$ cat src/hw/seq_pkg.sv
// Constants, types and register map shared by the speed-program sequencer files.
// Operation
// Retain mode 0: any stop discards position; next start begins at segment one.
// Retain mode 1: a stop keeps segment and progress; restart continues from there. A stop in hold-last drops back to segment one.
// Reset at power-up clears retained position; program restarts from its initial state.
// Program enable 0 keeps sequencer idle; enable 1 lets the program drive output.
// Source priority: jog, external, internal program, PID, triangle, winding, normal.
// Run mode 0..4: one-shot, pause one-shot, cycle, pause cycle, hold last.
// Run mode matters only while the program is enabled and started.
// Pause style ramps to standstill after each segment before the next one.
// Fifteen segment frequencies, zero to maximum, in 0.01 Hz steps.
// Frequency defaults 10.0 to 50.0 by 5.0 for one to nine, then 10.0.
// Per-segment durations up to 999.9 s; defaults 100 s for one to five, else 0.
// Direction word gives one bit per segment: 0 forward, 1 reverse, only when enabled.
// Direction bit 0 steers the main frequency; bit n steers segment n.
// Segment time counts fixed ticks of the clock; reaching duration advances the segment.
package seq_pkg;

	// Widths of the stored settings.
	localparam int SEG_COUNT = 15;
	localparam int FREQ_W = 16;
	localparam int DUR_W = 14;
	localparam int ADDR_W = 12;
	localparam logic [3:0] SEG_LAST = 4'hE;
	localparam logic [DUR_W-1:0] DUR_MAX = 14'h270F;

	// Clock and segment tick timing, the tick being one duration unit of 0.1 s.
	localparam longint CLK_PERIOD_PS = 25000;
	localparam longint TICK_TIME_PS = 100000000000;
	localparam int unsigned TICK_CYCLES_DEF = int'(TICK_TIME_PS / CLK_PERIOD_PS);
	localparam int PRESCALE_W = 22;

	// Register byte addresses.
	localparam logic [ADDR_W-1:0] ADDR_CONFIG = 12'h000;
	localparam logic [ADDR_W-1:0] ADDR_COMMAND = 12'h004;
	localparam logic [ADDR_W-1:0] ADDR_DIRECTION = 12'h008;
	localparam logic [ADDR_W-1:0] ADDR_STATUS = 12'h00C;
	localparam logic [ADDR_W-1:0] ADDR_FREQ_BASE = 12'h040;
	localparam logic [ADDR_W-1:0] ADDR_DUR_BASE = 12'h080;

	// Decoded register selectors.
	localparam logic [5:0] SEL_CONFIG = 6'h00;
	localparam logic [5:0] SEL_COMMAND = 6'h01;
	localparam logic [5:0] SEL_DIRECTION = 6'h02;
	localparam logic [5:0] SEL_STATUS = 6'h03;
	localparam logic [1:0] SEL_FREQ = 2'h1;
	localparam logic [1:0] SEL_DUR = 2'h2;
	localparam logic [5:0] SEL_NONE = 6'h3F;

	// Field positions.
	localparam int CFG_RETAIN_BIT = 0;
	localparam int CFG_ENABLE_BIT = 1;
	localparam int CFG_MODE_LSB = 2;
	localparam int CMD_START_BIT = 0;
	localparam int CMD_STOP_BIT = 1;
	localparam int ST_ACTIVE_BIT = 0;
	localparam int ST_SEG_LSB = 4;
	localparam int ST_STATE_LSB = 8;
	localparam int ST_LEVEL_LSB = 12;

	// Run modes.
	localparam logic [2:0] MODE_ONE_SHOT = 3'h0;
	localparam logic [2:0] MODE_PAUSE_ONE = 3'h1;
	localparam logic [2:0] MODE_CYCLE = 3'h2;
	localparam logic [2:0] MODE_PAUSE_CYCLE = 3'h3;
	localparam logic [2:0] MODE_HOLD_LAST = 3'h4;

	// Bus responses.
	localparam logic [1:0] RESP_OKAY = 2'h0;
	localparam logic [1:0] RESP_SLVERR = 2'h2;

	// Source priority levels, one being the highest.
	localparam logic [2:0] LEVEL_PROGRAM = 3'h3;
	localparam logic [2:0] LEVEL_NORMAL = 3'h7;

	// Power-up settings, segment one in the lowest slot.
	localparam logic [SEG_COUNT-1:0][FREQ_W-1:0] FREQ_DEFAULT = {
		16'h03E8, 16'h03E8, 16'h03E8, 16'h03E8, 16'h03E8, 16'h03E8, 16'h1388,
		16'h1194, 16'h0FA0, 16'h0DAC, 16'h0BB8, 16'h09C4, 16'h07D0, 16'h05DC, 16'h03E8};
	localparam logic [SEG_COUNT-1:0][DUR_W-1:0] DUR_DEFAULT = {
		14'h0000, 14'h0000, 14'h0000, 14'h0000, 14'h0000, 14'h0000, 14'h0000,
		14'h0000, 14'h0000, 14'h0000, 14'h03E8, 14'h03E8, 14'h03E8, 14'h03E8, 14'h03E8};

	typedef enum logic [2:0] {SEQ_IDLE, SEQ_RUN, SEQ_PAUSE, SEQ_HOLD, SEQ_PARKED} seq_state_e;

	// Maps a byte address to a register selector; misaligned or unused gives none.
	function automatic logic [5:0] reg_decode(input logic [ADDR_W-1:0] a);
		logic [5:0] sel;
		sel = SEL_NONE;
		if (a[1:0] == 2'h0) begin
			if (a[ADDR_W-1:4] == ADDR_CONFIG[ADDR_W-1:4]) begin
				sel = {4'h0, a[3:2]};
			end else if (a[ADDR_W-1:6] == ADDR_FREQ_BASE[ADDR_W-1:6] && a[5:2] != 4'hF) begin
				sel = {SEL_FREQ, a[5:2]};
			end else if (a[ADDR_W-1:6] == ADDR_DUR_BASE[ADDR_W-1:6] && a[5:2] != 4'hF) begin
				sel = {SEL_DUR, a[5:2]};
			end
		end
		return sel;
	endfunction : reg_decode

	// Merges the two low byte lanes of a write into a 16-bit setting.
	function automatic logic [15:0] lane16(input logic [15:0] old, input logic [31:0] wd,
			input logic [3:0] strb);
		logic [15:0] r;
		r = old;
		if (strb[0]) begin
			r[7:0] = wd[7:0];
		end
		if (strb[1]) begin
			r[15:8] = wd[15:8];
		end
		return r;
	endfunction : lane16

endpackage : seq_pkg

$ cat src/hw/seq_timer_if.sv
// Interface between the sequencer control and its segment timer.
`timescale 1ns/1ps
`default_nettype none
interface seq_timer_if;
	import seq_pkg::*;
	logic clear;
	logic run;
	logic [DUR_W-1:0] limit;
	logic done;
	logic [DUR_W-1:0] elapsed;
	modport ctrl(output clear, output run, output limit, input done, input elapsed);
	modport timer(input clear, input run, input limit, output done, output elapsed);
endinterface : seq_timer_if
`default_nettype wire

$ cat src/hw/segment_timer.sv
// Segment timer: counts 0.1 s ticks of elapsed segment time.
`timescale 1ns/1ps
`default_nettype none
module segment_timer
	import seq_pkg::*;
#(
	parameter int unsigned TICK_CYCLES = TICK_CYCLES_DEF
) (
	// Clock and reset.
	input wire logic aclk,
	input wire logic aresetn,
	// Control side.
	seq_timer_if.timer tmr
);

	typedef struct packed {
		logic [PRESCALE_W-1:0] pre;
		logic [DUR_W-1:0] elapsed;
	} timer_s;

	timer_s state_q;
	timer_s state_d;

	// The prescaler makes a tick; elapsed counts ticks and freezes once the limit is met.
	always_comb begin
		state_d = state_q;
		if (!aresetn || tmr.clear) begin
			state_d = '0;
		end else if (tmr.run && !tmr.done) begin
			if (state_q.pre == PRESCALE_W'(TICK_CYCLES - 1)) begin
				state_d.pre = '0;
				state_d.elapsed = state_q.elapsed + 1'b1;
			end else begin
				state_d.pre = state_q.pre + 1'b1;
			end
		end
	end

	always_ff @(posedge aclk) begin
		state_q <= state_d;
	end

	// Done compares against the live limit so a zero duration ends at once.
	assign tmr.done = state_q.elapsed >= tmr.limit;
	assign tmr.elapsed = state_q.elapsed;

endmodule : segment_timer
`default_nettype wire

$ cat src/hw/speed_sequencer.sv
// Speed-program sequencer with source priority and an AXI4-Lite register slave.
//
// Our own choices: the AXI4-Lite register port and the register addresses.
`timescale 1ns/1ps
`default_nettype none
module speed_sequencer
	import seq_pkg::*;
#(
	parameter int unsigned TICK_CYCLES = TICK_CYCLES_DEF
) (
	// Clock and reset.
	input wire logic aclk,
	input wire logic aresetn,
	// AXI4-Lite write address and data.
	input wire logic [ADDR_W-1:0] s_axi_awaddr,
	input wire logic s_axi_awvalid,
	output logic s_axi_awready,
	input wire logic [31:0] s_axi_wdata,
	input wire logic [3:0] s_axi_wstrb,
	input wire logic s_axi_wvalid,
	output logic s_axi_wready,
	// AXI4-Lite write response.
	output logic [1:0] s_axi_bresp,
	output logic s_axi_bvalid,
	input wire logic s_axi_bready,
	// AXI4-Lite read.
	input wire logic [ADDR_W-1:0] s_axi_araddr,
	input wire logic s_axi_arvalid,
	output logic s_axi_arready,
	output logic [31:0] s_axi_rdata,
	output logic [1:0] s_axi_rresp,
	output logic s_axi_rvalid,
	input wire logic s_axi_rready,
	// Run commands and drive feedback.
	input wire logic run_start,
	input wire logic run_stop,
	input wire logic fault_stop,
	input wire logic ramp_at_zero,
	// Other frequency sources, slots for levels 1, 2, 4, 5 and 6.
	input wire logic [4:0] other_valid,
	input wire logic [4:0][FREQ_W-1:0] other_freq,
	input wire logic [4:0] other_reverse,
	input wire logic [FREQ_W-1:0] normal_freq,
	input wire logic normal_reverse,
	// Command to the ramp logic.
	output logic [FREQ_W-1:0] freq_cmd,
	output logic reverse_cmd,
	output logic [2:0] source_level,
	output logic seq_active,
	output logic [3:0] segment_index
);

	typedef struct packed {
		logic awready;
		logic wready;
		logic bvalid;
		logic [1:0] bresp;
		logic arready;
		logic rvalid;
		logic [1:0] rresp;
		logic [31:0] rdata;
		logic aw_have;
		logic [ADDR_W-1:0] aw_addr;
		logic w_have;
		logic [31:0] w_data;
		logic [3:0] w_strb;
		logic retain;
		logic enable;
		logic [2:0] run_mode;
		logic [15:0] dir_word;
		logic cmd_start;
		logic cmd_stop;
		logic [SEG_COUNT-1:0][FREQ_W-1:0] freq;
		logic [SEG_COUNT-1:0][DUR_W-1:0] dur;
		seq_state_e state;
		logic [3:0] seg;
		logic [3:0] shown;
		logic active;
		logic [FREQ_W-1:0] freq_cmd;
		logic reverse;
		logic [2:0] level;
	} seq_s;

	// All state lives in one register; the next-state process fills its copy.
	seq_s state_q;
	seq_s state_d;

	// The timer keeps its own prescaler, so this block only sees whole ticks.
	seq_timer_if tmr_bus();

	// Decodes of the registered state and the pins, shared below.
	logic timer_clear;
	logic wr_fire;
	logic go;
	logic halt;
	logic last_seg;
	logic pause_style;
	logic [2:0] mode;
	logic [5:0] wsel;
	logic [5:0] rsel;
	logic [6:0] all_valid;
	logic [6:0][FREQ_W-1:0] all_freq;
	logic [6:0] all_reverse;

	segment_timer #(
		.TICK_CYCLES(TICK_CYCLES)
	) u_timer (
		.aclk(aclk),
		.aresetn(aresetn),
		.tmr(tmr_bus.timer)
	);

	// The timer runs only in a live segment, so parked progress is frozen in place.
	assign tmr_bus.clear = timer_clear;
	assign tmr_bus.run = state_q.enable && state_q.state == SEQ_RUN;
	assign tmr_bus.limit = state_q.dur[state_q.seg];

	// Commands from pins and from the command register are merged; stop wins over start.
	assign go = run_start || state_q.cmd_start;
	assign halt = run_stop || fault_stop || state_q.cmd_stop;
	assign last_seg = state_q.seg == SEG_LAST;
	// Out-of-range mode codes behave as one-shot.
	assign mode = (state_q.run_mode > MODE_HOLD_LAST) ? MODE_ONE_SHOT : state_q.run_mode;
	assign pause_style = mode == MODE_PAUSE_ONE || mode == MODE_PAUSE_CYCLE;
	assign wsel = reg_decode(state_q.aw_addr);
	assign rsel = reg_decode(s_axi_araddr);

	// Candidate sources by priority slot; the program claims its slot only while live.
	assign all_valid = {1'b1, other_valid[4:2], state_q.active, other_valid[1:0]};
	assign all_freq = {normal_freq, other_freq[4:2],
		(state_q.state == SEQ_PAUSE) ? {FREQ_W{1'b0}} : state_q.freq[state_q.shown],
		other_freq[1:0]};
	// Bit 0 steers the main frequency only while the program is enabled.
	assign all_reverse = {state_q.enable ? state_q.dir_word[0] : normal_reverse,
		other_reverse[4:2], state_q.dir_word[state_q.shown + 4'h1], other_reverse[1:0]};

	// Bus slave, program stepping and output selection in one next-state process.
	always_comb begin
		state_d = state_q;
		timer_clear = 1'b0;
		state_d.cmd_start = 1'b0;
		state_d.cmd_stop = 1'b0;

		// Address and data are latched independently, in either order.
		if (s_axi_awvalid && state_q.awready) begin
			state_d.aw_have = 1'b1;
			state_d.aw_addr = s_axi_awaddr;
		end
		if (s_axi_wvalid && state_q.wready) begin
			state_d.w_have = 1'b1;
			state_d.w_data = s_axi_wdata;
			state_d.w_strb = s_axi_wstrb;
		end
		// The response leaves on its own handshake; no write fires meanwhile.
		if (state_q.bvalid && s_axi_bready) begin
			state_d.bvalid = 1'b0;
		end
		wr_fire = state_q.aw_have && state_q.w_have && !state_q.bvalid;
		if (wr_fire) begin
			state_d.aw_have = 1'b0;
			state_d.w_have = 1'b0;
			state_d.bvalid = 1'b1;
			state_d.bresp = RESP_OKAY;
			if (wsel == SEL_CONFIG) begin
				if (state_q.w_strb[0]) begin
					state_d.retain = state_q.w_data[CFG_RETAIN_BIT];
					state_d.enable = state_q.w_data[CFG_ENABLE_BIT];
					state_d.run_mode = state_q.w_data[CFG_MODE_LSB +: 3];
				end
			end else if (wsel == SEL_COMMAND) begin
				if (state_q.w_strb[0]) begin
					state_d.cmd_start = state_q.w_data[CMD_START_BIT];
					state_d.cmd_stop = state_q.w_data[CMD_STOP_BIT];
				end
			end else if (wsel == SEL_DIRECTION) begin
				state_d.dir_word = lane16(state_q.dir_word, state_q.w_data, state_q.w_strb);
			end else if (wsel[5:4] == SEL_FREQ) begin
				state_d.freq[wsel[3:0]] = lane16(state_q.freq[wsel[3:0]], state_q.w_data,
					state_q.w_strb);
			end else if (wsel[5:4] == SEL_DUR) begin
				state_d.dur[wsel[3:0]] = DUR_W'(lane16({2'h0, state_q.dur[wsel[3:0]]},
					state_q.w_data, state_q.w_strb));
				if (state_d.dur[wsel[3:0]] > DUR_MAX) begin
					state_d.dur[wsel[3:0]] = DUR_MAX;
				end
			end else if (wsel != SEL_STATUS) begin
				state_d.bresp = RESP_SLVERR;
			end
		end
		// Ready follows the next state, so a new write waits for the response.
		state_d.awready = !state_d.aw_have && !state_d.bvalid;
		state_d.wready = !state_d.w_have && !state_d.bvalid;

		// Reads answer one cycle after the address is taken.
		if (state_q.rvalid && s_axi_rready) begin
			state_d.rvalid = 1'b0;
		end
		if (s_axi_arvalid && state_q.arready) begin
			state_d.rvalid = 1'b1;
			state_d.rresp = RESP_OKAY;
			state_d.rdata = '0;
			if (rsel == SEL_CONFIG) begin
				state_d.rdata[CFG_RETAIN_BIT] = state_q.retain;
				state_d.rdata[CFG_ENABLE_BIT] = state_q.enable;
				state_d.rdata[CFG_MODE_LSB +: 3] = state_q.run_mode;
			end else if (rsel == SEL_DIRECTION) begin
				state_d.rdata[15:0] = state_q.dir_word;
			end else if (rsel == SEL_STATUS) begin
				state_d.rdata[ST_ACTIVE_BIT] = state_q.active;
				state_d.rdata[ST_SEG_LSB +: 4] = state_q.seg;
				state_d.rdata[ST_STATE_LSB +: 3] = state_q.state;
				state_d.rdata[ST_LEVEL_LSB +: 3] = state_q.level;
			end else if (rsel[5:4] == SEL_FREQ) begin
				state_d.rdata[FREQ_W-1:0] = state_q.freq[rsel[3:0]];
			end else if (rsel[5:4] == SEL_DUR) begin
				state_d.rdata[DUR_W-1:0] = state_q.dur[rsel[3:0]];
			end else if (rsel != SEL_COMMAND) begin
				state_d.rresp = RESP_SLVERR;
			end
		end
		// Only one read is outstanding; the address stays shut while data waits.
		state_d.arready = !state_d.rvalid;

		// Program stepping; run mode is only consulted from a live segment.
		if (!state_q.enable) begin
			state_d.state = SEQ_IDLE;
			state_d.seg = 4'h0;
			timer_clear = 1'b1;
		end else begin
			unique case (state_q.state)
				SEQ_IDLE, SEQ_PARKED: begin
					if (go && !halt) begin
						state_d.state = SEQ_RUN;
						if (state_q.state == SEQ_IDLE || !state_q.retain) begin
							state_d.seg = 4'h0;
							timer_clear = 1'b1;
						end
					end
				end
				SEQ_RUN: begin
					if (halt) begin
						state_d.state = state_q.retain ? SEQ_PARKED : SEQ_IDLE;
						if (!state_q.retain) begin
							state_d.seg = 4'h0;
							timer_clear = 1'b1;
						end
					end else begin
						// A zero-duration segment passes without changing the shown frequency.
						if (state_q.dur[state_q.seg] != '0) begin
							state_d.shown = state_q.seg;
						end
						if (tmr_bus.done) begin
							timer_clear = 1'b1;
							if (pause_style && state_q.dur[state_q.seg] != '0
									&& !(last_seg && mode == MODE_PAUSE_ONE)) begin
								state_d.state = SEQ_PAUSE;
							end else if (!last_seg) begin
								state_d.seg = state_q.seg + 4'h1;
							end else if (mode == MODE_CYCLE || mode == MODE_PAUSE_CYCLE) begin
								state_d.seg = 4'h0;
							end else if (mode == MODE_HOLD_LAST) begin
								state_d.state = SEQ_HOLD;
							end else begin
								state_d.state = SEQ_IDLE;
								state_d.seg = 4'h0;
							end
						end
					end
				end
				SEQ_PAUSE: begin
					if (halt) begin
						state_d.state = state_q.retain ? SEQ_PARKED : SEQ_IDLE;
						if (!state_q.retain) begin
							state_d.seg = 4'h0;
						end
					end else if (ramp_at_zero) begin
						// The next segment starts only after the drive reports standstill.
						state_d.state = SEQ_RUN;
						state_d.seg = last_seg ? 4'h0 : state_q.seg + 4'h1;
						timer_clear = 1'b1;
					end
				end
				SEQ_HOLD: begin
					// Leaving hold always drops the position, even with retention.
					if (halt) begin
						state_d.state = SEQ_IDLE;
						state_d.seg = 4'h0;
					end
				end
			endcase
		end
		// An idle program shows segment one again, ready for the next start.
		if (state_d.state == SEQ_IDLE) begin
			state_d.shown = 4'h0;
		end
		// Active lags the state by one cycle, unlike segment_index, which changes in the same cycle as the state.
		state_d.active = state_q.enable && (state_q.state == SEQ_RUN
			|| state_q.state == SEQ_PAUSE || state_q.state == SEQ_HOLD);

		// Highest-priority valid source wins; normal setting is always available.
		state_d.level = LEVEL_NORMAL;
		state_d.freq_cmd = all_freq[6];
		state_d.reverse = all_reverse[6];
		for (int i = 5; i >= 0; i--) begin
			if (all_valid[i]) begin
				state_d.level = 3'(i + 1);
				state_d.freq_cmd = all_freq[i];
				state_d.reverse = all_reverse[i];
			end
		end

		// Power-up clears every retained position and restores the default program.
		if (!aresetn) begin
			state_d = '0;
			state_d.freq = FREQ_DEFAULT;
			state_d.dur = DUR_DEFAULT;
			state_d.state = SEQ_IDLE;
			state_d.level = LEVEL_NORMAL;
			timer_clear = 1'b1;
		end
	end

	// Reset is handled in the process above, so the register has no reset branch.
	always_ff @(posedge aclk) begin
		state_q <= state_d;
	end

	// Every output is a field of the registered state.
	assign s_axi_awready = state_q.awready;
	assign s_axi_wready = state_q.wready;
	assign s_axi_bresp = state_q.bresp;
	assign s_axi_bvalid = state_q.bvalid;
	assign s_axi_arready = state_q.arready;
	assign s_axi_rdata = state_q.rdata;
	assign s_axi_rresp = state_q.rresp;
	assign s_axi_rvalid = state_q.rvalid;
	assign freq_cmd = state_q.freq_cmd;
	assign reverse_cmd = state_q.reverse;
	assign source_level = state_q.level;
	assign seq_active = state_q.active;
	assign segment_index = state_q.seg;

endmodule : speed_sequencer
`default_nettype wire

$ cat config.mk
export PLATFORM = sky130hd
export DESIGN_NAME = speed_sequencer
export DESIGN_NICKNAME = d
export VERILOG_FILES = /design/src/hw/seq_pkg.sv /design/src/hw/seq_timer_if.sv /design/src/hw/segment_timer.sv /design/src/hw/speed_sequencer.sv
export SDC_FILE = /design/constraint.sdc
export NUM_CORES = 2
export LEC_CHECK = 0
export BUFFER_PORTS_ARGS = -buffer_cell sky130_fd_sc_hd__buf_2
export CAP_MARGIN = 10
export CORE_ASPECT_RATIO = 1.4
export CORE_UTILIZATION = 45
export DETAILED_ROUTE_END_ITERATION = 6
export SYNTH_ARGS = -nofsm -noshare
export SYNTH_HDL_FRONTEND = slang
export SYNTH_HIERARCHICAL = 1
export SYNTH_SLANG_ARGS = --single-unit
$ cat constraint.sdc
create_clock -name aclk -period 10.4 [get_ports aclk]
set_input_delay 2.08 -clock aclk [delete_from_list [all_inputs] [get_ports aclk]]
set_output_delay 2.08 -clock aclk [all_outputs]
set_load 0.02 [all_outputs]
==> results_dict.tcl <==
set metrics [dict create \
    clkTransAtPathRegs_ps 70 \
    synth_cells 4553 \
    holdWs_ps 458.2 \
    reg2reg_from "segment_index[1]" \
    grt_max_degree 137 \
    tns_ps 0 \
    reg2reg_depth 17 \
    synth_area_per_cell_um2 7.959 \
    power_leakage_nw 13.97 \
    die_width_um 241.8 \
    die-area_mm2 0.08168 \
    met1_usage 0.4739 \
    slew_headroom 0.07466 \
    viasPerCell 6.848 \
    hp-class "flip-flop to flip-flop" \
    top_usage_layer "met2" \
    hpwl_um 113300 \
    endpoint_kind "flip-flop" \
    p_switching_mw 1.842 \
    p_int_mw 4.048 \
    clk_latency_ps 700 \
    rows 122 \
    finalClockSkew_ps 28.48 \
    gp_routability_congestion 1.070 \
    post-route-period-util 0.6000 \
    drt_iter0_drc 5688 \
    crit_path_start "s_axi_araddr[4]" \
    tightest_slew_ps 1385 \
    antenna_found_initial 12 \
    pre_cts_ws_ps 3715 \
    p_clk_frac 0.433 \
    grt_pass1_wl_um 246400 \
    failed_checks "DRC" \
    min_path_cells 2 \
    ir_drop_v 0.0001477 \
    met2_usage 0.6263 \
    finalSetupViolations 0 \
    post_dp_cell_area_mm2 0.03776 \
    use_met3 0.1276 \
    swShare 0.3127 \
    cts_resized 0 \
    power.density_mw_per_mm2 146.6 \
    firstDrtPassIters 7 \
    ant_nets 0 \
    cp.arrival_ps 6810 \
    rsz0062_at_grt "false" \
    hold_violations 0 \
    synthToLayoutAreaGrowth_pct 10.86 \
    crit_required_ps 10970 \
    layout.nets 4721 \
    post-cts-setup-buffers 0 \
    grt-ovfl-total 0 \
    wl_per_cell_um 30.64 \
    power_frac_seq 0.393 \
    maxCapViolations 0 \
    combPwrFrac 0.174 \
    cts_tree "yes" \
    clockRootBuffer "clkbuf_16" \
    core-area_mm2 0.07938 \
    initial_utilization 0.4565 \
    min_period_ps 6240 \
    htreeDepth 2 \
    worstPathMaxFanout 17 \
    wl_um 172700 \
    reg2reg_slack_ps 4420 \
    whs_endpoint "s_axi_rresp[1]" \
    netlist_area_mm2 0.03624 \
    ios 244 \
    portBuffers 207 \
    clkSinkCount 596 \
    grt_pass1_vias 34940 \
    grtUsageTotal 0.4089 \
    reg2reg_to "u_timer/state_q[17]" \
    hold_path.startpoint "s_axi_rresp[1]" \
    cts_buffer_depth 3 \
    final_area_mm2 0.04017 \
    die_y_um 337.8 \
    finalMaxSlewViolations 0 \
    cp-start-kind "primary input" \
    layout_setup_ws_ps 4160 \
    status "finished with violations" \
    path_class "primary input to flip-flop" \
    fmaxAchievable_ghz 0.1603 \
    yosys_warnings 6 \
    drive_above_1_share 0.1620 \
    numCtsBuffers 61 \
    ctsHoldBuffers 0 \
    vias 38610 \
    drc_errors 12 \
    utilization 0.5061 \
]
==> sequential cells by signal, indices dropped and copies added (netlist names), 3 cells and up <==
register and flops:
freq_cmd 16, s_axi_rdata 16, segment_index 4, source_level 3, state_q 512, u_timer/state_q 22, u_timer/tmr.elapsed 14
==> worst max-delay path by stage <==
| stage | endpoint |
|---|---|
| floorplan | s_axi_rdata[12] |
| global placement | s_axi_rdata[10] |
| detailed placement | s_axi_rdata[10] |
| CTS | s_axi_rdata[10] |
| global route | u_timer/state_q[17] |
| finish | s_axi_rdata[10] |
==> through the flow <==
stage	cells	power, mW
after floorplan	4570	2.948
after global placement	5508	3.320
after detailed placement	5508	3.321
after CTS	5623	5.827
after global routing	5631	6.000
final	5638	5.890
==> per-layer routing <==
| layer | vias to the layer above | share of wire |
|---|---|---|
| met4 | 10 | 0.094 |
| met5 | - | 0.00034 |
| met1 | 18230 | 0.35 |
| met3 | 843 | 0.12 |
| li1 | 16650 | - |
| met2 | 2877 | 0.44 |
==> power groups by stage <==
stage,Clock [mW],Sequential [mW],Combinational (mW)
2_1_floorplan,0,2.36,0.590
6_report,2.55,2.32,1.02
4_1_cts,2.55,2.32,0.958
5_1_grt,2.64,2.32,1.04
3_3_place_gp,0,2.37,0.953
3_5_place_dp,0,2.37,0.954
==> worst max-delay path, cell delays in order <==
cell	delay, ps
buf_2	440
nand3_1	140
o221ai_1	640
or3_1	970
buf_4	500
nand2_1	510
buf_4	420
o221ai_1	250
a31oi_1	220
a2111oi_0	470
o21ai_0	120
==> cell usage in the layout, fill, tap and decap left out, types with 24 or more instances in the layout <==
cell type / n
nand4_1: 29
o21ai_0: 242
o41ai_1: 24
o221ai_1: 29
a31oi_1: 115
o211ai_1: 97
nor2_1: 309
clkbuf_16: 62
nand3_1: 115
mux2_2: 74
mux4_2: 120
clkbuf_8: 24
o22ai_1: 102
a21oi_1: 396
a221o_1: 32
nand2b_1: 32
buf_2: 204
o31ai_1: 31
a221oi_1: 30
buf_4: 152
a22o_1: 31
nand2_1: 911
o21a_1: 28
inv_1: 49
nor3_1: 44
a22oi_1: 50
a211oi_1: 50
mux2i_1: 183
dfxtp_1: 589
==> area by class of cell <==
class / instances / area [um^2]
Tap cell: 1054 / 1319
Antenna cell: 9 / 22.52
Clock buffer: 89 / 1873
Inverter: 51 / 198.9
Multi-Input combinational cell: 3453 / 22150
Fill cell: 7794 / 39200
Sequential cell: 596 / 11950
Clock inverter: 26 / 427.9
Timing Repair Buffer: 360 / 2228
No activity file was read; power rests on OpenSTA's default activity.
